`config.mk`:
```
export PLATFORM = sky130hd
export DESIGN_NAME = fr_ctrl
export DESIGN_NICKNAME = d
export VERILOG_FILES = /design/src/hdl/fr_pkg.sv /design/src/hdl/fr_cycle.sv /design/src/hdl/fr_ctrl.sv
export SDC_FILE = /design/constraint.sdc
export NUM_CORES = 1
export LEC_CHECK = 0
export BUFFER_PORTS_ARGS = -buffer_cell sky130_fd_sc_hd__buf_2
export CORE_ASPECT_RATIO = 1.5
export CORE_MARGIN = 1.5
export CORE_UTILIZATION = 30
export CTS_BUF_LIST = sky130_fd_sc_hd__clkbuf_4
export CTS_CLUSTER_SIZE = 10
export DETAILED_ROUTE_END_ITERATION = 8
export MAX_ROUTING_LAYER = met4
export PLACE_DENSITY = 0.52
export SYNTH_ARGS = -nofsm -noshare
export SYNTH_HDL_FRONTEND = slang
export SYNTH_SLANG_ARGS = --single-unit
```
`constraint.sdc`:
```
create_clock -name clk -period 3.6 [get_ports clk]
set_input_delay 0.54 -clock clk [delete_from_list [all_inputs] [get_ports clk]]
set_output_delay 0.54 -clock clk [all_outputs]
set_load 0.01 [all_outputs]
```
`src/hdl/fr_pkg.sv`:
```
/*
 Constants, op codes and timing counts for the flash reset/program host controller.
 Assumes a 100 MHz clock and a byte-wide parallel flash with an active-low reset pin.
*/
package fr_pkg;

    localparam int ADDR_W          = 20;
    localparam int DATA_W          = 8;
    localparam int TMR_W           = 12;

    localparam int CLK_PERIOD_NS   = 10;
    localparam int T_WP_NS         = 50;
    localparam int T_WPH_NS        = 20;
    localparam int T_ACC_NS        = 150;
    localparam int T_RP_NS         = 500;
    localparam int T_READY_EMB_NS  = 20000;
    localparam int T_READY_NS      = 500;
    localparam int T_RH_NS         = 50;
    localparam int T_RSP_NS        = 4000;
    localparam int T_VIDR_NS       = 500;

    // Least times, rounded up to whole cycles
    localparam int WP_CYC          = (T_WP_NS + CLK_PERIOD_NS - 1) / CLK_PERIOD_NS;
    localparam int WPH_CYC         = (T_WPH_NS + CLK_PERIOD_NS - 1) / CLK_PERIOD_NS;
    localparam int ACC_CYC         = (T_ACC_NS + CLK_PERIOD_NS - 1) / CLK_PERIOD_NS;
    localparam int RP_CYC          = (T_RP_NS + CLK_PERIOD_NS - 1) / CLK_PERIOD_NS;
    localparam int READY_EMB_CYC   = (T_READY_EMB_NS + CLK_PERIOD_NS - 1) / CLK_PERIOD_NS;
    localparam int READY_CYC       = (T_READY_NS + CLK_PERIOD_NS - 1) / CLK_PERIOD_NS;
    localparam int RH_CYC          = (T_RH_NS + CLK_PERIOD_NS - 1) / CLK_PERIOD_NS;
    localparam int RSP_CYC         = (T_RSP_NS + CLK_PERIOD_NS - 1) / CLK_PERIOD_NS;
    localparam int VIDR_CYC        = (T_VIDR_NS + CLK_PERIOD_NS - 1) / CLK_PERIOD_NS;

    // Wait after release: the rest of the ready time plus the high time before a read
    localparam int REL_EMB_CYC     = READY_EMB_CYC - RP_CYC + RH_CYC;
    localparam int REL_CYC         = READY_CYC - RP_CYC + RH_CYC;

    // Status bit positions
    localparam int BIT_BUSY_TOGGLE = 6;
    localparam int BIT_TIME_LIMIT  = 5;
    localparam int BIT_SUSP_TOGGLE = 2;

    // Last step index of each command sequence
    localparam logic [2:0] LAST_PROG  = 3'h3;
    localparam logic [2:0] LAST_ERASE = 3'h5;

    typedef enum logic [2:0] {
        OP_READ,
        OP_WRITE,
        OP_PROGRAM,
        OP_ERASE,
        OP_RESET,
        OP_STANDBY,
        OP_UNPROT_ON,
        OP_UNPROT_OFF
    } fr_op_t;

endpackage

```
`src/hdl/fr_cycle.sv`:
```
/*
 One read or write bus cycle on the flash pins, strobed by output enable or write enable.
 Assumes the caller waits for done before the next start and that dq_i is synchronous.
*/
`timescale 1ns/10ps
`default_nettype none
module fr_cycle (
    // Clock and reset
    input  wire logic                      clk,
    input  wire logic                      reset_n,
    // Request and answer
    input  wire logic                      start,
    input  wire logic                      wr,
    input  wire logic [fr_pkg::ADDR_W-1:0] addr,
    input  wire logic [fr_pkg::DATA_W-1:0] wdata,
    output logic                           done,
    output logic      [fr_pkg::DATA_W-1:0] rdata,
    // Flash pins
    output logic                           ce_n,
    output logic                           we_n,
    output logic                           oe_n,
    output logic      [fr_pkg::ADDR_W-1:0] addr_o,
    output logic      [fr_pkg::DATA_W-1:0] dq_o,
    output logic                           dq_oe_n,
    input  wire logic [fr_pkg::DATA_W-1:0] dq_i
);
    import fr_pkg::*;

    typedef enum {CY_IDLE, CY_SETUP, CY_STRB, CY_RECOV} fr_cy_state_t;

    fr_cy_state_t state_r;
    logic         wr_r;
    logic [4:0]   cnt_r;

    wire cnt_zero = (cnt_r == 5'h00);

    always_ff @(posedge clk) begin
        done <= 1'b0;
        if (!reset_n) begin
            state_r <= CY_IDLE;
            wr_r    <= 1'b0;
            cnt_r   <= 5'h00;
            rdata   <= '0;
            ce_n    <= 1'b1;
            we_n    <= 1'b1;
            oe_n    <= 1'b1;
            addr_o  <= '0;
            dq_o    <= '0;
            dq_oe_n <= 1'b1;
        end else begin
            case (state_r)
                CY_IDLE: begin
                    if (start) begin
                        wr_r    <= wr;
                        addr_o  <= addr;
                        dq_o    <= wdata;
                        dq_oe_n <= !wr;
                        ce_n    <= 1'b0;
                        state_r <= CY_SETUP;
                    end
                end
                CY_SETUP: begin
                    we_n    <= !wr_r;
                    oe_n    <= wr_r;
                    cnt_r   <= wr_r ? 5'(WP_CYC - 1) : 5'(ACC_CYC - 1);
                    state_r <= CY_STRB;
                end
                CY_STRB: begin
                    if (cnt_zero) begin
                        we_n    <= 1'b1;
                        oe_n    <= 1'b1;
                        if (!wr_r) begin
                            rdata <= dq_i;
                        end
                        cnt_r   <= 5'(WPH_CYC - 1);
                        state_r <= CY_RECOV;
                    end else begin
                        cnt_r <= cnt_r - 5'h01;
                    end
                end
                CY_RECOV: begin
                    // Data and address held through recovery, so data hold is never short
                    if (cnt_zero) begin
                        ce_n    <= 1'b1;
                        dq_oe_n <= 1'b1;
                        done    <= 1'b1;
                        state_r <= CY_IDLE;
                    end else begin
                        cnt_r <= cnt_r - 5'h01;
                    end
                end
                default: state_r <= CY_IDLE;
            endcase
        end
    end

    a_we_width: assert property (@(posedge clk) disable iff (!reset_n)
        $fell(we_n) |-> (!we_n)[*5])
        else $error("write pulse shorter than its minimum");

    a_oe_under_ce: assert property (@(posedge clk) disable iff (!reset_n)
        !oe_n |-> !ce_n && dq_oe_n)
        else $error("output enable without chip enable or with bus driven");

endmodule
`default_nettype wire

```
`src/hdl/fr_ctrl.sv`:
```
/*
 Host controller that drives a parallel flash: reads, raw writes, byte program and
 sector erase with toggle-bit polling, hardware reset, standby and temporary unprotect.
 Assumes the flash pins are synchronous to clk and a board driver turns vid_en into the
 elevated reset level.
*/
`timescale 1ns/10ps
`default_nettype none
module fr_ctrl #(
    parameter logic [fr_pkg::ADDR_W-1:0] UNLK_ADDR1 = 20'h00555,
    parameter logic [fr_pkg::ADDR_W-1:0] UNLK_ADDR2 = 20'h002aa,
    parameter logic [fr_pkg::DATA_W-1:0] UNLK_DATA1 = 8'haa,
    parameter logic [fr_pkg::DATA_W-1:0] UNLK_DATA2 = 8'h55,
    parameter logic [fr_pkg::DATA_W-1:0] PROG_CMD   = 8'ha0,
    parameter logic [fr_pkg::DATA_W-1:0] ERASE_CMD  = 8'h80,
    parameter logic [fr_pkg::DATA_W-1:0] SECT_CMD   = 8'h30
) (
    // Clock and reset
    input  wire logic                      clk,
    input  wire logic                      reset_n,
    // User command
    input  wire logic                      cmd_valid,
    input  wire fr_pkg::fr_op_t            cmd_op,
    input  wire logic [fr_pkg::ADDR_W-1:0] cmd_addr,
    input  wire logic [fr_pkg::DATA_W-1:0] cmd_data,
    // User answer
    output logic                           busy,
    output logic                           done,
    output logic                           err,
    output logic      [fr_pkg::DATA_W-1:0] rd_data,
    // Flash pins
    output logic                           flash_reset_n,
    output logic                           flash_vid_en,
    output logic                           flash_ce_n,
    output logic                           flash_we_n,
    output logic                           flash_oe_n,
    output logic      [fr_pkg::ADDR_W-1:0] flash_addr,
    output logic      [fr_pkg::DATA_W-1:0] flash_dq_o,
    output logic                           flash_dq_oe_n,
    input  wire logic [fr_pkg::DATA_W-1:0] flash_dq_i,
    input  wire logic                      ready_busy_out_n
);
    import fr_pkg::*;

    typedef enum {ST_IDLE, ST_SEQ, ST_POLL, ST_RST_LOW, ST_WAIT} fr_state_t;

    fr_state_t          state_r;
    fr_op_t             op_r;
    logic [ADDR_W-1:0]  addr_r;
    logic [DATA_W-1:0]  data_r;
    logic [2:0]         step_r;
    logic [TMR_W-1:0]   tmr_r;
    logic               emb_r;
    logic               tl_again_r;
    logic               poll_first_r;
    logic               err_pend_r;
    logic [DATA_W-1:0]  stat_a_r;
    logic               cyc_start_r;
    logic               cyc_wr_r;
    logic [ADDR_W-1:0]  cyc_addr_r;
    logic [DATA_W-1:0]  cyc_data_r;
    logic               cyc_done;
    logic [DATA_W-1:0]  cyc_rdata;

    function automatic logic [ADDR_W-1:0] seq_addr(input fr_op_t op, input logic [2:0] s,
                                                   input logic [ADDR_W-1:0] a);
        logic [ADDR_W-1:0] r;
        r = a;
        if (op == OP_PROGRAM || op == OP_ERASE) begin
            case (s)
                3'h0, 3'h2, 3'h3: r = (op == OP_PROGRAM && s == 3'h3) ? a : UNLK_ADDR1;
                3'h1, 3'h4: r = UNLK_ADDR2;
                default: r = a;
            endcase
        end
        return r;
    endfunction

    function automatic logic [DATA_W-1:0] seq_data(input fr_op_t op, input logic [2:0] s,
                                                   input logic [DATA_W-1:0] d);
        logic [DATA_W-1:0] r;
        r = d;
        if (op == OP_PROGRAM || op == OP_ERASE) begin
            case (s)
                3'h0: r = UNLK_DATA1;
                3'h1: r = UNLK_DATA2;
                3'h2: r = (op == OP_PROGRAM) ? PROG_CMD : ERASE_CMD;
                3'h3: r = (op == OP_PROGRAM) ? d : UNLK_DATA1;
                3'h4: r = UNLK_DATA2;
                default: r = SECT_CMD;
            endcase
        end
        return r;
    endfunction

    // Decode of the current sequence and of the status pair
    wire [2:0] last_step  = (op_r == OP_ERASE) ? LAST_ERASE :
                            (op_r == OP_PROGRAM) ? LAST_PROG : 3'h0;
    wire       seq_last   = (step_r == last_step);
    wire [2:0] step_next  = step_r + 3'h1;
    wire       toggling   = stat_a_r[BIT_BUSY_TOGGLE] ^ cyc_rdata[BIT_BUSY_TOGGLE];
    wire       tl_set     = cyc_rdata[BIT_TIME_LIMIT];
    wire       tmr_zero   = (tmr_r == '0);
    wire       poll_end   = (state_r == ST_POLL) && cyc_done && !poll_first_r;
    wire       poll_ok    = poll_end && !toggling && ready_busy_out_n;
    wire       poll_fail  = poll_end && toggling && tl_set && tl_again_r;
    wire       is_seq_op  = (cmd_op == OP_READ) || (cmd_op == OP_WRITE) ||
                            (cmd_op == OP_PROGRAM) || (cmd_op == OP_ERASE);

    always_ff @(posedge clk) begin
        done        <= 1'b0;
        cyc_start_r <= 1'b0;
        if (!reset_n) begin
            state_r       <= ST_IDLE;
            op_r          <= OP_READ;
            addr_r        <= '0;
            data_r        <= '0;
            step_r        <= 3'h0;
            tmr_r         <= '0;
            emb_r         <= 1'b0;
            tl_again_r    <= 1'b0;
            poll_first_r  <= 1'b0;
            err_pend_r    <= 1'b0;
            stat_a_r      <= '0;
            cyc_wr_r      <= 1'b0;
            cyc_addr_r    <= '0;
            cyc_data_r    <= '0;
            busy          <= 1'b0;
            err           <= 1'b0;
            rd_data       <= '0;
            flash_reset_n <= 1'b1;
            flash_vid_en  <= 1'b0;
        end else begin
            case (state_r)
                ST_IDLE: begin
                    if (cmd_valid) begin
                        busy   <= 1'b1;
                        op_r   <= cmd_op;
                        addr_r <= cmd_addr;
                        data_r <= cmd_data;
                        err    <= 1'b0;
                        step_r <= 3'h0;
                        if (!flash_reset_n) begin
                            // Out of standby every command only wakes the flash and is not itself run
                            flash_reset_n <= 1'b1;
                            tmr_r         <= TMR_W'(RH_CYC - 1);
                            state_r       <= ST_WAIT;
                        end else if (is_seq_op) begin
                            cyc_start_r <= 1'b1;
                            cyc_wr_r    <= (cmd_op != OP_READ);
                            cyc_addr_r  <= seq_addr(cmd_op, 3'h0, cmd_addr);
                            cyc_data_r  <= seq_data(cmd_op, 3'h0, cmd_data);
                            state_r     <= ST_SEQ;
                        end else if (cmd_op == OP_RESET || cmd_op == OP_STANDBY) begin
                            flash_reset_n <= 1'b0;
                            tmr_r         <= TMR_W'(RP_CYC - 1);
                            state_r       <= ST_RST_LOW;
                        end else begin
                            flash_vid_en <= (cmd_op == OP_UNPROT_ON);
                            // Elevated level settles before any command write
                            tmr_r        <= (cmd_op == OP_UNPROT_ON) ? TMR_W'(RSP_CYC - 1)
                                                                     : TMR_W'(VIDR_CYC - 1);
                            state_r      <= ST_WAIT;
                        end
                    end
                end
                ST_SEQ: begin
                    if (cyc_done) begin
                        if (op_r == OP_READ || op_r == OP_WRITE) begin
                            rd_data <= cyc_rdata;
                            busy    <= 1'b0;
                            done    <= 1'b1;
                            state_r <= ST_IDLE;
                        end else if (seq_last) begin
                            // Status reads stay at the target address, inside the sector
                            emb_r        <= 1'b1;
                            poll_first_r <= 1'b1;
                            cyc_start_r  <= 1'b1;
                            cyc_wr_r     <= 1'b0;
                            cyc_addr_r   <= addr_r;
                            state_r      <= ST_POLL;
                        end else begin
                            step_r      <= step_next;
                            cyc_start_r <= 1'b1;
                            cyc_addr_r  <= seq_addr(op_r, step_next, addr_r);
                            cyc_data_r  <= seq_data(op_r, step_next, data_r);
                        end
                    end
                end
                ST_POLL: begin
                    // No fixed wait: two status reads per round, compared on the toggle bit only
                    if (cyc_done) begin
                        if (poll_first_r) begin
                            stat_a_r     <= cyc_rdata;
                            poll_first_r <= 1'b0;
                            cyc_start_r  <= 1'b1;
                        end else if (poll_ok) begin
                            emb_r   <= 1'b0;
                            rd_data <= cyc_rdata;
                            busy    <= 1'b0;
                            done    <= 1'b1;
                            state_r <= ST_IDLE;
                        end else if (poll_fail) begin
                            // Still toggling after the flag: abort with a hardware reset
                            err_pend_r    <= 1'b1;
                            rd_data       <= cyc_rdata;
                            flash_reset_n <= 1'b0;
                            tmr_r         <= TMR_W'(RP_CYC - 1);
                            state_r       <= ST_RST_LOW;
                        end else begin
                            // A flag seen while toggling earns one more round before failing
                            tl_again_r   <= tl_again_r | (toggling & tl_set);
                            poll_first_r <= 1'b1;
                            cyc_start_r  <= 1'b1;
                        end
                    end
                end
                ST_RST_LOW: begin
                    if (!tmr_zero) begin
                        tmr_r <= tmr_r - TMR_W'(1);
                    end else if (op_r == OP_STANDBY && !err_pend_r) begin
                        // Pin stays low; standby lasts until the next command
                        busy    <= 1'b0;
                        done    <= 1'b1;
                        state_r <= ST_IDLE;
                    end else begin
                        flash_reset_n <= 1'b1;
                        emb_r         <= 1'b0;
                        tmr_r         <= emb_r ? TMR_W'(REL_EMB_CYC - 1)
                                               : TMR_W'(REL_CYC - 1);
                        state_r       <= ST_WAIT;
                    end
                end
                ST_WAIT: begin
                    if (!tmr_zero) begin
                        tmr_r <= tmr_r - TMR_W'(1);
                    end else begin
                        err        <= err_pend_r;
                        err_pend_r <= 1'b0;
                        tl_again_r <= 1'b0;
                        busy       <= 1'b0;
                        done       <= 1'b1;
                        state_r    <= ST_IDLE;
                    end
                end
                default: state_r <= ST_IDLE;
            endcase
        end
    end

    fr_cycle u_cycle (
        .clk     (clk),
        .reset_n (reset_n),
        .start   (cyc_start_r),
        .wr      (cyc_wr_r),
        .addr    (cyc_addr_r),
        .wdata   (cyc_data_r),
        .done    (cyc_done),
        .rdata   (cyc_rdata),
        .ce_n    (flash_ce_n),
        .we_n    (flash_we_n),
        .oe_n    (flash_oe_n),
        .addr_o  (flash_addr),
        .dq_o    (flash_dq_o),
        .dq_oe_n (flash_dq_oe_n),
        .dq_i    (flash_dq_i)
    );

    // Helper counters watched only by the assertions below
    logic [TMR_W-1:0] low_cnt_r;
    logic [TMR_W-1:0] high_cnt_r;
    logic [TMR_W-1:0] fall_cnt_r;
    logic [TMR_W-1:0] vid_cnt_r;
    logic             emb_fall_r;
    logic             rst_pin_d_r;

    wire [TMR_W-1:0] cnt_max = '1;

    always_ff @(posedge clk) begin
        if (!reset_n) begin
            low_cnt_r   <= '0;
            high_cnt_r  <= '1;
            fall_cnt_r  <= '1;
            vid_cnt_r   <= '0;
            emb_fall_r  <= 1'b0;
            rst_pin_d_r <= 1'b1;
        end else begin
            rst_pin_d_r <= flash_reset_n;
            low_cnt_r   <= flash_reset_n ? '0 : low_cnt_r + TMR_W'(low_cnt_r != cnt_max);
            high_cnt_r  <= !flash_reset_n ? '0 : high_cnt_r + TMR_W'(high_cnt_r != cnt_max);
            vid_cnt_r   <= !flash_vid_en ? '0 : vid_cnt_r + TMR_W'(vid_cnt_r != cnt_max);
            if (rst_pin_d_r && !flash_reset_n) begin
                fall_cnt_r <= '0;
                emb_fall_r <= emb_r;
            end else begin
                fall_cnt_r <= fall_cnt_r + TMR_W'(fall_cnt_r != cnt_max);
            end
        end
    end

    a_rst_pulse_w: assert property (@(posedge clk) disable iff (!reset_n)
        $rose(flash_reset_n) |-> low_cnt_r >= RP_CYC)
        else $error("reset pulse shorter than its minimum");

    a_emb_ready: assert property (@(posedge clk) disable iff (!reset_n)
        ($fell(flash_ce_n) && emb_fall_r) |-> fall_cnt_r >= READY_EMB_CYC)
        else $error("access too soon after reset that aborted an operation");

    a_idle_ready: assert property (@(posedge clk) disable iff (!reset_n)
        $fell(flash_ce_n) |-> fall_cnt_r >= READY_CYC)
        else $error("access too soon after reset");

    a_rh_before_rd: assert property (@(posedge clk) disable iff (!reset_n)
        $fell(flash_oe_n) |-> flash_reset_n && high_cnt_r >= RH_CYC)
        else $error("read started too soon after reset release");

    a_vid_setup: assert property (@(posedge clk) disable iff (!reset_n)
        ($fell(flash_we_n) && flash_vid_en) |-> vid_cnt_r >= RSP_CYC)
        else $error("write too soon after elevated reset level");

    a_poll_addr: assert property (@(posedge clk) disable iff (!reset_n)
        (state_r == ST_POLL && !flash_oe_n) |-> flash_addr == addr_r)
        else $error("status read outside the target address");

    a_poll_pair: assert property (@(posedge clk) disable iff (!reset_n)
        (done && !err && $past(state_r) == ST_POLL && (op_r == OP_PROGRAM || op_r == OP_ERASE))
            |-> rd_data[BIT_BUSY_TOGGLE] == stat_a_r[BIT_BUSY_TOGGLE])
        else $error("completion reported while toggle bit still flips");

    a_fail_reset: assert property (@(posedge clk) disable iff (!reset_n)
        poll_fail |=> !flash_reset_n && state_r == ST_RST_LOW)
        else $error("time-limit failure not followed by reset");

endmodule
`default_nettype wire

```
Word-level counts from Yosys, hierarchy flattened

Index checks and enable logic that the tools add are counted.

Add/sub/neg operators: 3
Bitwise operators: 6
Muxes and demuxes: 151
Eq/ne operators: 50
Reductions and logical operators: 66

Operators by type and width:

| cell                                                 | number |
|---|---|
| 2-to-1 mux 32 bit                                    | 13 |
| 2-to-1 mux 20 bit                                    | 9 |
| case mux 32 bit (5 select lines)                     | 1 |
| equality test 32 x 2 -> 1 bit, second input constant | 4 |
| case mux 32 bit (4 select lines)                     | 1 |
| 2-to-1 mux 12 bit                                    | 10 |
| 2-to-1 mux 8 bit                                     | 15 |
| case mux 20 bit (2 select lines)                     | 2 |
| equality test 32 x 1 -> 1 bit, second input constant | 2 |
| equality test 32 x 3 -> 1 bit, second input constant | 2 |
| logical NOT 32 bit                                   | 2 |
| 2-to-1 mux 1 bit                                     | 63 |
| case mux 12 bit (4 select lines)                     | 1 |
| inequality test 2 bit, second input constant         | 19 |
| case mux 8 bit (2 select lines)                      | 2 |
| case mux 8 bit (4 select lines)                      | 1 |
| 2-to-1 mux 3 bit                                     | 9 |
| AND reduction 6 bit                                  | 4 |
| equality test 3 x 2 -> 1 bit, second input constant  | 6 |
| 2-to-1 mux 9 bit                                     | 2 |
| case mux 1 bit (2 select lines)                      | 9 |
| AND reduction 9 bit                                  | 2 |
| AND reduction 8 bit                                  | 2 |
| equality test 3 bit, second input constant           | 5 |
| other kinds (38)                                     | 90 |

Logic and storage cells: 308
Register bits: 211

Longest topological paths before layout

Gate-level depths: netlist of the first run.

Depth in word-level cells: 11
Depth in mapped cells: 8
Gate-level depth less buffers: 7

Modules after synthesis

A second synthesis of the first run with hierarchy kept.

Cells, all modules: 867
Area total of the unflattened synthesis: 6890.4 um^2

Modules (own cells, without submodules):

| module   | area each (um^2) | seq. area each (um^2) | cells an instance | instances |
|---|---|---|---|---|
| fr_ctrl  | 4938.5           | 1941.9                | 637               | 1 |
| fr_cycle | 1951.9           | 980.9                 | 230               | 1 |

Least setup slack after synthesis of the first run

OpenSTA, ideal clock, no wires.

Kind: reg2reg
Start: register step_r[0]
End: register cyc_addr_r[14]
Cell stages (with the launch flop): 9
Data required time: 3530 ps
Path slack: 1268 ps
Library setup time: 70 ps
Data arrival time: 2262 ps
Clock period less this slack: 2332 ps
Cells stage by stage: dfxtp_1 ha_1 ha_1 o21ba_2 or2_2 o21ai_0 clkbuf_1 o211ai_1 a21oi_1

Word-level cells in the longest chain between the ends: 10

Ends and longest elaborated chain:

| what                               | RTL line                     | text |
|---|---|---|
| start, declared                    | fr_ctrl.sv:51                | `logic [2:0] step_r;` |
| start signal, assigned             | fr_ctrl.sv:183               | `step_r <= step_next;` |
| adder 3 x 1 -> 3 bit               | fr_ctrl.sv:100               | `wire [2:0] step_next = step_r + 3'h1;` |
| equality test 3 x 2 -> 1 bit       | fr_ctrl.sv:70, fr_ctrl.sv:71 |  |
| logical AND 1 bit                  | fr_ctrl.sv:71                | `3'h0, 3'h2, 3'h3: r = (op == OP_PROGRAM && s == 3'h3) ? a : UNLK_ADDR1;` |
| 2-to-1 mux 20 bit                  | fr_ctrl.sv:71                |  |
| case mux 20 bit (2 select lines)   | fr_ctrl.sv:70                | `case (s)` |
| 2-to-1 mux 20 bit                  | fr_ctrl.sv:69                | `if (op == OP_PROGRAM \|\| op == OP_ERASE) begin` |
| 2-to-1 mux 20 bit *                | fr_ctrl.sv:174               | `end else if (seq_last) begin` |
| 2-to-1 mux 20 bit *                | fr_ctrl.sv:169               | `if (op_r == OP_READ \|\| op_r == OP_WRITE) begin` |
| 2-to-1 mux 20 bit *                | fr_ctrl.sv:168               | `if (cyc_done) begin` |
| case mux 20 bit (2 select lines) * | fr_ctrl.sv:134               | `case (state_r)` |
| end signal, assigned               | fr_ctrl.sv:151               | `cyc_addr_r <= seq_addr(cmd_op, 3'h0, cmd_addr);` |
| end signal, assigned               | fr_ctrl.sv:180               | `cyc_addr_r <= addr_r;` |
| end signal, assigned               | fr_ctrl.sv:185               | `cyc_addr_r <= seq_addr(op_r, step_next, addr_r);` |
| end, declared                      | fr_ctrl.sv:60                | `logic [ADDR_W-1:0] cyc_addr_r;` |

Every way passes the cells marked *; elsewhere a longest branch is shown, timed or not. The select of a mux whose other input is x is not followed.
A chain may end at the register's enable or synchronous reset.

Worst setup path in the final report of the first run

Same ends and word-level chain as after synthesis.

==> results.env, run 1 <==
OUTCOME='complete, no violations'
YOSYS-TOP-CELLS-AREA='sky130_fd_sc_hd__dfxtp_1, sky130_fd_sc_hd__nand2_1, sky130_fd_sc_hd__a21oi_1'
NFILLCELLS=2617
PWR_DENS_nW_PER_UM2=683
TIMING.CRITICAL_PATH.SLOWEST_CELL_DELAY_NS=0.78
ROUTED_WIRE_LENGTH_PER_INSTANCE_UM=16.7
CTS_POST_SETUP_BUFFERS_INSERTED=0
FIN_CRIT_SH_PCT=82.0
CLOCKROOTBUFFER='sky130_fd_sc_hd__clkbuf_4'
GRT_UTIL_ALL_LAYERS_PCT=18.5
IO_BUFFERS=87
REGISTER_AREA_SQ_UM=2920
LAYOUT.NETS=1035
CP_CELL_INSTANCES='ha_1 > ha_1 > o21ba_2 > or2_2 > o21ai_0 > buf_4 > o211ai_1 > a21oi_1'
FINALHOLDVIOLATIONS=0
SYNTHARSTFLOPSHARE_PCT=0
PATH_BUF_INV=1
YS_SEQ_AREA_SHARE_PCT=40.5
SYNTH.FF_LATCH_COUNT=146
DRT_ITER0_MARKERS=398
TRITONCTS_NUM_SINKS=146
WORST_HOLD_SLACK_NS=0.166
WORST_SLEW_PIN_SLEW_NS=0.986
PATH_CLK_SLEW_NS=0.14
SHARE_COMB_OF_TOTAL_POWER_PCT=43.6
OVERFLOW=0
LAYOUT_COMMONEST_CELL='sky130_fd_sc_hd__nand2_1'
TOTALPOWERFINAL_mW=5.60
PLACE.GP.CONGESTION=0.844
VIAS_PER_CELL=5.22
WIRE_LENGTH_OF_THE_FIRST_GLOBAL_ROUTING_PASS_UM=35000
P_SW_mW=2.46
SETUP.WORST_PATH.END_CLASS='flip-flop'
SYN-CELL-AREA_SQ_UM=7210
SYNTHDOMINANTAREACELLTYPE='sky130_fd_sc_hd__dfxtp_1'
WORSTPATHMAXFANOUT=8
IR_DROP_mV=0.267
POST_CTS_RESIZED=0
DETAIL_ROUTE.DRC_VIOLATIONS=0
INSERTION_DELAY_NS=0.60
MINIMUM_CLOCK_PERIOD_NS=2.95
PLACEABLECOREAREA_SQ_UM=23700
TIMING.CLOCK.SKEW_NS=0.0261
CTS-ROOT-TO-SINK-BUFFERS=2
DIE_W_UM=130
DIE_H_UM=193
MAXSLEWVIOLCOUNT=0
FIN_TNS_SETUP_NS=0
ROWS=69
NUMBER_OF_GLOBAL_ROUTE_VIAS_BEFORE_REPAIR=6667
ANT_NETS=0
CRITICAL_PATH.TOP_DELAY_FAMILY='compound AO/OA/AOI/OAI gates'
WORSTSETUPSTARTPOINTTYPE='flip-flop'
YS.WARNINGS.COUNT=0
NUM_VIAS=6858
INTERNAL_POWER_mW=3.14
CRITPATHMOSTFREQUENTCELL='sky130_fd_sc_hd__ha_1'
CTS_HOLD_BUF=0
DIE-AREA_SQ_UM=25000
STDCELL_AREA_SQ_UM=8200
DP.CELLS=1281
CLOCK_TREE_FROM_TRITONCTS='yes'
DOMINANTREGCELLSYNTH='sky130_fd_sc_hd__dfxtp_1'
LAYOUT-DRIVE-GT1-SHARE_PCT=17.1
ANTENNA_FOUND_INITIAL=1
FINAL_CELL_MIX='sky130_fd_sc_hd__nand2_1, sky130_fd_sc_hd__dfxtp_1, sky130_fd_sc_hd__a21oi_1'
GRT_START_MAX_NET_PINS=54
P_SEQ_SHARE_PCT=38.5
SW_FRAC_OF_TOTAL_PCT=43.9
DETAILED_ROUTING_ITERATIONS_PASS_1=6
DISTINCT_CELL_TYPE_COUNT_OF_THE_SYNTHESIZED_NETLIST=77
SETUP_VIOL=0
MAX_FREQ_MHz=339
SYN_AVG_CELL_AREA_SQ_UM=7.83
CPMAXSTAGEDELAYCELL='sky130_fd_sc_hd__o21ai_0'
GRT_SETUP_UNREPAIRED='no'
WORSTHOLDPATHTYPE='in -> reg'
MULTI_INPUT_AREA_SQ_UM=3970
SYN-NUM-NETS=975
SYNTH_CELLS=921
POWER.CLOCK.FRACTION_PCT=17.9
DP_HPWL_UM=15200
NUMBER_OF_SYNTHESIZED_FLOPS_WITH_AN_ENABLE_PIN=0
LAYOUTNONFILLERINSTCOUNT=1313
STATIC-LEAKAGE-POWER_nW=3.22
AREA_GROWTH_PCT=13.7
ROUTED_WIRELENGTH_UM=21900
WORSTPATHARRIVAL_NS=3.48
TIMING_WORST_SETUP_PATH_TYPE='reg -> reg'
CTS_H_TREE_DEPTH=4
CP_DATA_REQUIRED_TIME_NS=4.13
POST_DP_CELL_AREA_SQ_UM=7950
EFFECTIVE_UTILIZATION_AT_FLOORPLAN_PCT=30.5
SLEW-LIMIT-HEADROOM_PCT=34.0
DRV_CAP=0
YOSYS.AREA.TOP_TYPE_SHARE_PCT=40.5
CTS_INSERTED_BUFFERS=17
IO_PINS=88
## worst paths after layout
check | from | to | slack [ns] | cells past startpoint
setup / recovery | step_r[0]$_SDFFE_PN0P_ | cyc_addr_r[14]$_SDFFE_PN0P_ | 0.65 | 8
hold / removal | flash_dq_i[4] | u_cycle.rdata[4]$_SDFFE_PN0P_ | 0.17 | 3
setup reg to reg | step_r[0]$_SDFFE_PN0P_ | cyc_addr_r[14]$_SDFFE_PN0P_ | 0.65 | 8
hold reg to reg | cyc_addr_r[12]$_SDFFE_PN0P_ | u_cycle.addr_o[12]$_SDFFE_PN0P_ | 0.46 | 2
## sequential cells by signal (all words and copies together) (netlist names), 12 cells and up
signal,cells
addr_r,20
u_cycle.addr_o,20
tmr_r,12
cyc_addr_r,20
## cell usage after synthesis (all sizes together) (11+ instances only)
cell type,number
a31oi,11
nor3,31
nor2b,14
o21ai,59
ha,11
dfxtp,146
a21oi,113
clkbuf,59
mux2i,22
o211ai,20
nand3,25
nand2,176
nor2,56
inv,14
## kinds of logic after synthesis
| kind of cell | share of synthesized area (%) |
|---|---|
| AO/OA/AOI/OAI | 24.2 |
| XOR/XNOR | 0.972 |
| adder cells (fa/ha/maj) | 1.91 |
| buffers and inverters | 4.44 |
| flip-flops | 40.5 |
| multiplexers | 3.21 |
| AND/OR/NAND/NOR | 24.7 |
## per-layer routing
metal	GRT usage [%]	up-vias	share of wire [%]
met5	-	-	0
met4	6.92	0	2.4
met3	3.11	36	3.3
met2	32.2	135	51
met1	21.2	3288	43
li1	-	3399	-
## power by group through the flow
stage / clock network [mW] / logic [mW] / registers [mW]
after floorplan: 0 / 1.85 / 2.10
after CTS: 1.04 / 2.45 / 2.15
after detailed placement: 0 / 2.44 / 2.19
final: 0.999 / 2.44 / 2.16
after global placement: 0 / 2.43 / 2.19
after global routing: 1.11 / 2.72 / 2.20
## final cells by class
cell class | count | area share [%]
diodes | 1 | 0.0305
clock buffers | 18 | 1.65
clock inverters | 13 | 1.36
inverters | 14 | 0.656
multi-input cells | 693 | 48.5
flip-flops and latches | 146 | 35.7
well taps | 319 | 4.87
repair buffers | 109 | 7.33
## worst min-delay path: stages
cell and delay [ns]:
sky130_fd_sc_hd__buf_2 0.08, sky130_fd_sc_hd__mux2i_1 0.06, sky130_fd_sc_hd__nor2_1 0.07
## per-stage QoR
stage | setup slack [ns] | util (%)
3_5_place_dp | 0.732 | 33.6
6_report | 0.647 | 34.7
2_1_floorplan | 1.27 | -
3_3_place_gp | 0.800 | 33.6
4_1_cts | 0.695 | 34.6
5_1_grt | 0.505 | 34.7
Note: power is estimated with default switching activity, not from simulation.
==> inputs of run 2 (changes only) <==
Settings changed: ABC_AREA set to 1, PLACE_DENSITY 0.52 to 0.53.
Clock period 3.6 ns to 2.4 ns, I/O delays scaled along.
==> run 2 against run 1 <==
Against the previous run:
- wire length shrank 4.0%
- area after synthesis shrank 3.5%
- sequential share of layout area shrank 0.57 points
- first-iteration DRC count grew 1.0%
- die area shrank 3.4%
- synthesized cell count grew 13%
- global-route usage shrank 0.054 points
- clock power grew 59%
- count of clock-buffer cells in the layout shrank 1
- critical endpoint is now cyc_addr_r[10]$_SDFFE_PN0P_
==> results.env, run 2 <==
FIN_TNS_SETUP_NS=0
SYNTH_CELLS=1041
DOMINANTREGCELLSYNTH='sky130_fd_sc_hd__dfxtp_1'
PWR_DENS_nW_PER_UM2=1250
ROUTE.MET2.WL_UM=11100
VIAS_PER_CELL=4.84
FINAL_CELL_MIX='sky130_fd_sc_hd__nand2_1, sky130_fd_sc_hd__nor2_1, sky130_fd_sc_hd__dfxtp_1'
SETUP.WORST_PATH.END_CLASS='flip-flop'
IO_BUFFERS=87
HIGHEST_ROUTING_LAYER_ACTUALLY_USED='met4'
SW_FRAC_OF_TOTAL_PCT=48.8
YOSYS-TOP-CELLS-AREA='sky130_fd_sc_hd__dfxtp_1, sky130_fd_sc_hd__nand2_1, sky130_fd_sc_hd__nor2_1'
DIE_H_UM=190
PLACE.GP.CONGESTION=0.917
DETAIL_ROUTE.DRC_VIOLATIONS=0
TRITONCTS_NUM_SINKS=146
IO_PINS=88
SYNTHARSTFLOPSHARE_PCT=0
YOSYS.AREA.TOP_TYPE_SHARE_PCT=42.0
NUMBER_OF_GLOBAL_ROUTE_VIAS_BEFORE_REPAIR=6827
EFFECTIVE_UTILIZATION_AT_FLOORPLAN_PCT=30.4
P_SEQ_SHARE_PCT=34.4
CTS-ROOT-TO-SINK-BUFFERS=2
LAYOUT.NETS=1213
DP_HPWL_UM=15200
DETAILED_ROUTING_ITERATIONS_PASS_1=5
DIE-AREA_SQ_UM=24100
SYNTH.FF_LATCH_COUNT=146
TIMING_WORST_SETUP_PATH_TYPE='reg -> reg'
DISTINCT_CELL_TYPE_COUNT_OF_THE_SYNTHESIZED_NETLIST=36
MAXSLEWVIOLCOUNT=0
PLACEABLECOREAREA_SQ_UM=22900
NUM_VIAS=7052
WORST_SLEW_PIN_SLEW_NS=0.556
SHARE_COMB_OF_TOTAL_POWER_PCT=50.2
CTS_H_TREE_DEPTH=4
MINIMUM_CLOCK_PERIOD_NS=2.13
SYNTHDOMINANTAREACELLTYPE='sky130_fd_sc_hd__dfxtp_1'
OVERFLOW=0
ANTENNA_FOUND_INITIAL=3
NUMBER_OF_SYNTHESIZED_FLOPS_WITH_AN_ENABLE_PIN=0
AREA_GROWTH_PCT=19.7
WIRE_LENGTH_OF_THE_FIRST_GLOBAL_ROUTING_PASS_UM=34100
MAX_FREQ_MHz=470
STATIC-LEAKAGE-POWER_nW=3.80
TOTALPOWERFINAL_mW=10.4
SLEW-LIMIT-HEADROOM_PCT=62.9
SYN_AVG_CELL_AREA_SQ_UM=6.68
REG.LARGEST.LIST='addr_r (20), cyc_addr_r (20), u_cycle.addr_o (20)'
SETUP_VIOL=0
CLOCKROOTBUFFER='sky130_fd_sc_hd__clkbuf_4'
WORSTHOLDPATHTYPE='in -> reg'
YS.WARNINGS.COUNT=0
PATH_CLK_SLEW_NS=0.15
CTS_POST_SETUP_BUFFERS_INSERTED=0
SYN-CELL-AREA_SQ_UM=6960
CTS_INSERTED_BUFFERS=17
GRT_UTIL_ALL_LAYERS_PCT=18.5
YS_SEQ_AREA_SHARE_PCT=42.0
DETAIL_ROUTE.WIRELENGTH.MET1_UM=8510
ROWS=68
INTERNAL_POWER_mW=5.31
OUTCOME='complete, no violations'
POWER.CLOCK.FRACTION_PCT=15.4
INSERTION_DELAY_NS=0.61
ANT_NETS=0
FINALHOLDVIOLATIONS=0
ROUTED_WIRELENGTH_UM=21000
DETAILROUTE.WIRELENGTH.MET3_UM=917
CP_DATA_REQUIRED_TIME_NS=2.95
SYN-NUM-NETS=1095
CLOCK_TREE_FROM_TRITONCTS='yes'
IR_DROP_mV=0.400
TIMING.CLOCK.SKEW_NS=0.0311
SYNTHMOSTINSTANTIATEDCELL='sky130_fd_sc_hd__nand2_1'
GRT_SETUP_UNREPAIRED='no'
WORSTPATHARRIVAL_NS=2.67
DRV_CAP=0
P_SW_mW=5.06
GRT_START_MAX_NET_PINS=103
LAYOUT_COMMONEST_CELL='sky130_fd_sc_hd__nand2_1'
WORSTPATHMAXFANOUT=8
ROUTED_WIRE_LENGTH_PER_INSTANCE_UM=14.4
DIE_W_UM=127
WORSTSETUPSTARTPOINTTYPE='flip-flop'
DRT_ITER0_MARKERS=402
RANKING_OF_SYNTHESIZED_CELLS_BY_INSTANCE_COUNT='sky130_fd_sc_hd__nand2_1, sky130_fd_sc_hd__nor2_1, sky130_fd_sc_hd__dfxtp_1'
FIN_CRIT_SH_PCT=88.7
LAYOUT-DRIVE-GT1-SHARE_PCT=14.2
[run 2: cell types whose count changed after synthesis, moves of 10 or more]
cell	before	now
sky130_fd_sc_hd__inv_1	14	79
sky130_fd_sc_hd__o22ai_1	10	0
sky130_fd_sc_hd__nor3_1	28	12
sky130_fd_sc_hd__clkbuf_1	59	30
sky130_fd_sc_hd__nor2b_1	14	0
sky130_fd_sc_hd__o21ai_0	53	116
sky130_fd_sc_hd__nand3_1	25	60
sky130_fd_sc_hd__nand2_1	176	239
sky130_fd_sc_hd__and2_1	10	0
sky130_fd_sc_hd__o211ai_1	20	3
sky130_fd_sc_hd__nor2_1	55	168
sky130_fd_sc_hd__mux2i_1	22	0
[run 2: path summary, 6_finish.rpt]
kind	depth (start not counted)	slack (ns)	from	endpoint
setup / recovery	12	0.27	step_r[0]$_SDFFE_PN0P_	cyc_addr_r[10]$_SDFFE_PN0P_
hold / removal	3	0.03	cmd_data[4]	data_r[4]$_SDFFE_PN0P_
hold reg to reg	2	0.47	data_r[2]$_SDFFE_PN0P_	data_r[2]$_SDFFE_PN0P_
setup reg to reg	12	0.27	step_r[0]$_SDFFE_PN0P_	cyc_addr_r[10]$_SDFFE_PN0P_
[run 2: worst max-delay path, stage by stage, from the launching register on]
cell,delay (ns)
sky130_fd_sc_hd__dfxtp_1,0.39
sky130_fd_sc_hd__ha_1,0.24
sky130_fd_sc_hd__ha_1,0.29
sky130_fd_sc_hd__inv_1,0.12
sky130_fd_sc_hd__nand2_1,0.12
sky130_fd_sc_hd__nand3_1,0.12
sky130_fd_sc_hd__nand2_1,0.12
sky130_fd_sc_hd__a21oi_1,0.14
sky130_fd_sc_hd__nand2_1,0.10
sky130_fd_sc_hd__buf_4,0.19
sky130_fd_sc_hd__nand2_1,0.06
sky130_fd_sc_hd__nand2_1,0.05
sky130_fd_sc_hd__a21oi_1,0.13
[run 2: repair_timing]
item,4_1_cts,5_1_grt
gates resized for setup,0,0
hold endpoints to repair,23,3
hold buffers,22,3
[run 2: area by class of cell]
class                   count  area, sq um
well taps                 280          350
multi-input cells         769         3540
clock buffers              17          128
clock inverters            15          155
diodes                      4         10.0
repair buffers            138          893
fillers                  2554        14600
inverters                  87          327
flip-flops and latches    146         2920
[run 2: power by group through the flow]
stage          Clock [mW]  Combinational (mW)  Sequential, mW
4_1_cts              1.66                5.25            3.58
2_1_floorplan           0                3.69            3.51
6_report             1.59                5.21            3.57
3_5_place_dp            0                5.20            3.63
5_1_grt              1.77                5.93            3.65
3_3_place_gp            0                5.16            3.63
[run 2: per-stage QoR]
stage	setup slack (ns)	std cells	util (%)	hold WS, ns	cell area, sq um
6_report	0.272	1456	36.4	0.0348	8330
2_1_floorplan	0.451	1041	-	0.424	6960
4_1_cts	0.261	1449	36.2	0.00207	8290
3_3_place_gp	0.335	1395	34.0	0.442	7790
5_1_grt	0.0163	1455	36.4	0.00249	8330
3_5_place_dp	0.289	1395	34.0	0.446	7790
[run 2: metal layers]
| metal | vias up | GRT usage, % |
|---|---|---|
| met3 | 32 | 3.73 |
| li1 | 3639 | - |
| met1 | 3225 | 19.3 |
| met2 | 156 | 33.6 |
| met4 | 0 | 7.21 |
| met5 | - | - |
[run 2: cells by family (layout without fill, tap and decap cells)]
logic type      count (synthesis)  after routing  synth area share (%)
simple gates                  505            505                  29.8
buf+inv                       126            257                  7.05
other cells                     0              4                     0
fa+ha+maj                      11             11                  1.98
xor+xnor                        9              9                  1.13
flops                         146            146                  42.0
compound gates                244            244                  18.1
==> inputs of run 3 (changes only) <==
Settings changed: CORE_UTILIZATION 30 to 54, PLACE_DENSITY 0.53 to 0.83.
==> run 3 against run 2 <==
Against the previous run:
- wire length fell by 13%
- core utilization rose by 27 points
- combinational power fell by 2%
- first-iteration DRC count rose by 7.2%
- hold slack got worse by 0.0039 ns
- sequential power barely moved
- fmax fell by 3.6%
- critical endpoint is now cyc_addr_r[2]$_SDFFE_PN0P_
- largest cell class unchanged
==> results.env, run 3 (synthesis results as in run 2) <==
EFFECTIVE_UTILIZATION_AT_FLOORPLAN_PCT=55.6
DRT_ITER0_MARKERS=431
MAXSLEWVIOLCOUNT=0
CTS_INSERTED_BUFFERS=17
DIE-AREA_SQ_UM=13600
IO_PINS=88
CTS_POST_SETUP_BUFFERS_INSERTED=0
WORST_SLEW_PIN_SLEW_NS=0.950
CP_DATA_REQUIRED_TIME_NS=2.87
SETUP_VIOL=0
PLACEABLECOREAREA_SQ_UM=12500
DP_HPWL_UM=13400
MAX_FREQ_MHz=453
DRV_CAP=0
ANTENNA_FOUND_INITIAL=1
IO_BUFFERS=87
DIE_H_UM=142
ROWS=50
REG.LARGEST.LIST='addr_r (20), cyc_addr_r (20), u_cycle.addr_o (20)'
MIN_FROM='flash_dq_i[2]'
WORSTHOLDPATHTYPE='in -> reg'
MINIMUM_CLOCK_PERIOD_NS=2.21
MIN_DELAY_PATH_DEPTH=3
AREA_GROWTH_PCT=14.5
PLACE.GP.CONGESTION=0.971
WORSTSETUPSTARTPOINT='step_r[0]$_SDFFE_PN0P_'
WORSTPATHARRIVAL_NS=2.68
STDCELL_AREA_SQ_UM=7960
P_SEQ_SHARE_PCT=34.2
SW_FRAC_OF_TOTAL_PCT=46.1
ANT_NETS=0
STATIC-LEAKAGE-POWER_nW=3.70
RRSETUPSLACK_NS=0.19
OUTCOME='complete, no violations'
WIRE_LENGTH_OF_THE_FIRST_GLOBAL_ROUTING_PASS_UM=29800
CLOCK_TREE_FROM_TRITONCTS='yes'
POWER.CLOCK.FRACTION_PCT=16.5
VIAS_PER_CELL=5.36
SETUP.WORST_PATH.END_CLASS='flip-flop'
CTS_H_TREE_DEPTH=4
DP_SLACK_NS=0.182
DP.CELLS=1268
IR_DROP_mV=0.558
FIN_CRIT_SH_PCT=92.0
LAYOUT.NETS=1188
GRT_START_MAX_NET_PINS=88
REGTOREGENDPOINT='cyc_addr_r[2]$_SDFFE_PN0P_'
SLEW-LIMIT-HEADROOM_PCT=36.6
DIE_W_UM=95.7
WORST_HOLD_SLACK_NS=0.0309
HOLD-PATH-ENDPOINT='u_cycle.rdata[2]$_SDFFE_PN0P_'
CLOCKROOTBUFFER='sky130_fd_sc_hd__clkbuf_4'
ROUTED_WIRE_LENGTH_PER_INSTANCE_UM=14.1
INSERTION_DELAY_NS=0.55
NUM_VIAS=6985
GRT_UTIL_ALL_LAYERS_PCT=28.8
LAYOUTNONFILLERINSTCOUNT=1304
DETAILED_ROUTING_ITERATIONS_PASS_1=7
FF2FF_PATH_DEPTH=12
NFILLCELLS=1196
SHARE_COMB_OF_TOTAL_POWER_PCT=49.3
NUMBER_OF_GLOBAL_ROUTE_VIAS_BEFORE_REPAIR=6502
WORSTPATHMAXFANOUT=9
TRITONCTS_NUM_SINKS=146
FIN_TNS_SETUP_NS=0
ROUTED_WIRELENGTH_UM=18400
CTS-ROOT-TO-SINK-BUFFERS=2
POST_DP_CELL_AREA_SQ_UM=7610
P_SW_mW=4.78
DETAIL_ROUTE.DRC_VIOLATIONS=0
WORST_R2R_STARTPOINT='step_r[0]$_SDFFE_PN0P_'
TIMING_WORST_SETUP_PATH_TYPE='reg -> reg'
LAYOUT_COMMONEST_CELL='sky130_fd_sc_hd__nand2_1'
OVERFLOW=0
INTERNAL_POWER_mW=5.58
PATH_CLK_SLEW_NS=0.14
TIMING.CLOCK.SKEW_NS=0.0224
PWR_DENS_nW_PER_UM2=1300
FINAL_CELL_MIX='sky130_fd_sc_hd__nand2_1, sky130_fd_sc_hd__nor2_1, sky130_fd_sc_hd__dfxtp_1'
WORSTSETUPSTARTPOINTTYPE='flip-flop'
FINALHOLDVIOLATIONS=0
POST-ROUTE-WORST-SETUP-SLACK_NS=0.193
LAYOUT-DRIVE-GT1-SHARE_PCT=14.3
-- run 3: cell types whose count changed in the layout (fill, tap and decap cells not counted), sizes merged --
cell         previous run  this run
clkbuf                 17        19
dlygate4sd3            25         3
inv                    95        89
bufinv                  0         3
clkinvlp                1         2
diode                   4         1
buf                   113       110
-- run 3: worst max path at each step --
stage	slack [ns]	depth (start not counted)	to
final	0.19	12	cyc_addr_r[2]$_SDFFE_PN0P_
after global routing	-0.06	12	cyc_addr_r[2]$_SDFFE_PN0P_
after floorplan	0.45	12	cyc_addr_r[10]$_SDFFE_PN0P_
after global placement	0.26	12	cyc_addr_r[8]$_SDFFE_PN0P_
after detailed placement	0.18	12	cyc_addr_r[2]$_SDFFE_PN0P_
after CTS	0.16	12	cyc_addr_r[2]$_SDFFE_PN0P_
-- run 3: worst max-delay path, cell delays in order (launching register included) --
cell and delay [ns]:
sky130_fd_sc_hd__dfxtp_1 0.38, sky130_fd_sc_hd__ha_1 0.23, sky130_fd_sc_hd__ha_1 0.29, sky130_fd_sc_hd__inv_1 0.13
sky130_fd_sc_hd__nand2_1 0.12, sky130_fd_sc_hd__nand3_1 0.12, sky130_fd_sc_hd__nand2_1 0.13, sky130_fd_sc_hd__a21oi_2 0.16
sky130_fd_sc_hd__nand2_2 0.12, sky130_fd_sc_hd__buf_4 0.20, sky130_fd_sc_hd__nand2_1 0.06, sky130_fd_sc_hd__nand2_1 0.05
sky130_fd_sc_hd__a21oi_1 0.13
-- run 3: repair_timing --
action	CTS	global route
endpoints found under the hold margin	3	0
hold buffers	3	0
resized for setup	0	2
endpoints found under the setup margin	0	6
-- run 3: power by group through the flow --
| stage | logic, mW | clock network, mW | registers, mW |
|---|---|---|---|
| final | 5.11 | 1.71 | 3.54 |
| after global routing | 5.80 | 1.84 | 3.62 |
| after CTS | 5.08 | 1.74 | 3.54 |
| after detailed placement | 5.04 | 0 | 3.59 |
| after global placement | 4.97 | 0 | 3.58 |
| after floorplan | 3.69 | 0 | 3.51 |
-- run 3: area by class of cell --
cell class | instances | area (sq um) | share of cell area (%)
multi-input combinational | 769 | 3550 | 44.6
sequential | 146 | 2920 | 36.7
timing repair buffer | 113 | 651 | 8.17
inverter | 87 | 327 | 4.10
tap | 156 | 195 | 2.45
clock inverter | 13 | 173 | 2.17
clock buffer | 19 | 143 | 1.79
antenna | 1 | 2.50 | 0.0314
-- run 3: metal layers --
layer / GRT usage [%] / share of wire (%) / wire length, um / up-vias
li1: - / - / - / 3579
met1: 30.3 / 39 / 7170 / 3116
met2: 50.5 / 52 / 9540 / 222
met3: 5.66 / 5.0 / 913 / 68
met4: 13.9 / 4.1 / 752 / 0
met5: - / 0 / 0 / -
-- run 3: stage by stage --
step | util, % | total power, mW
after floorplan | - | 7.20
after global placement | 60.8 | 8.55
after detailed placement | 60.8 | 8.63
after CTS | 63.6 | 10.4
after global routing | 63.7 | 11.3
final | 63.7 | 10.4
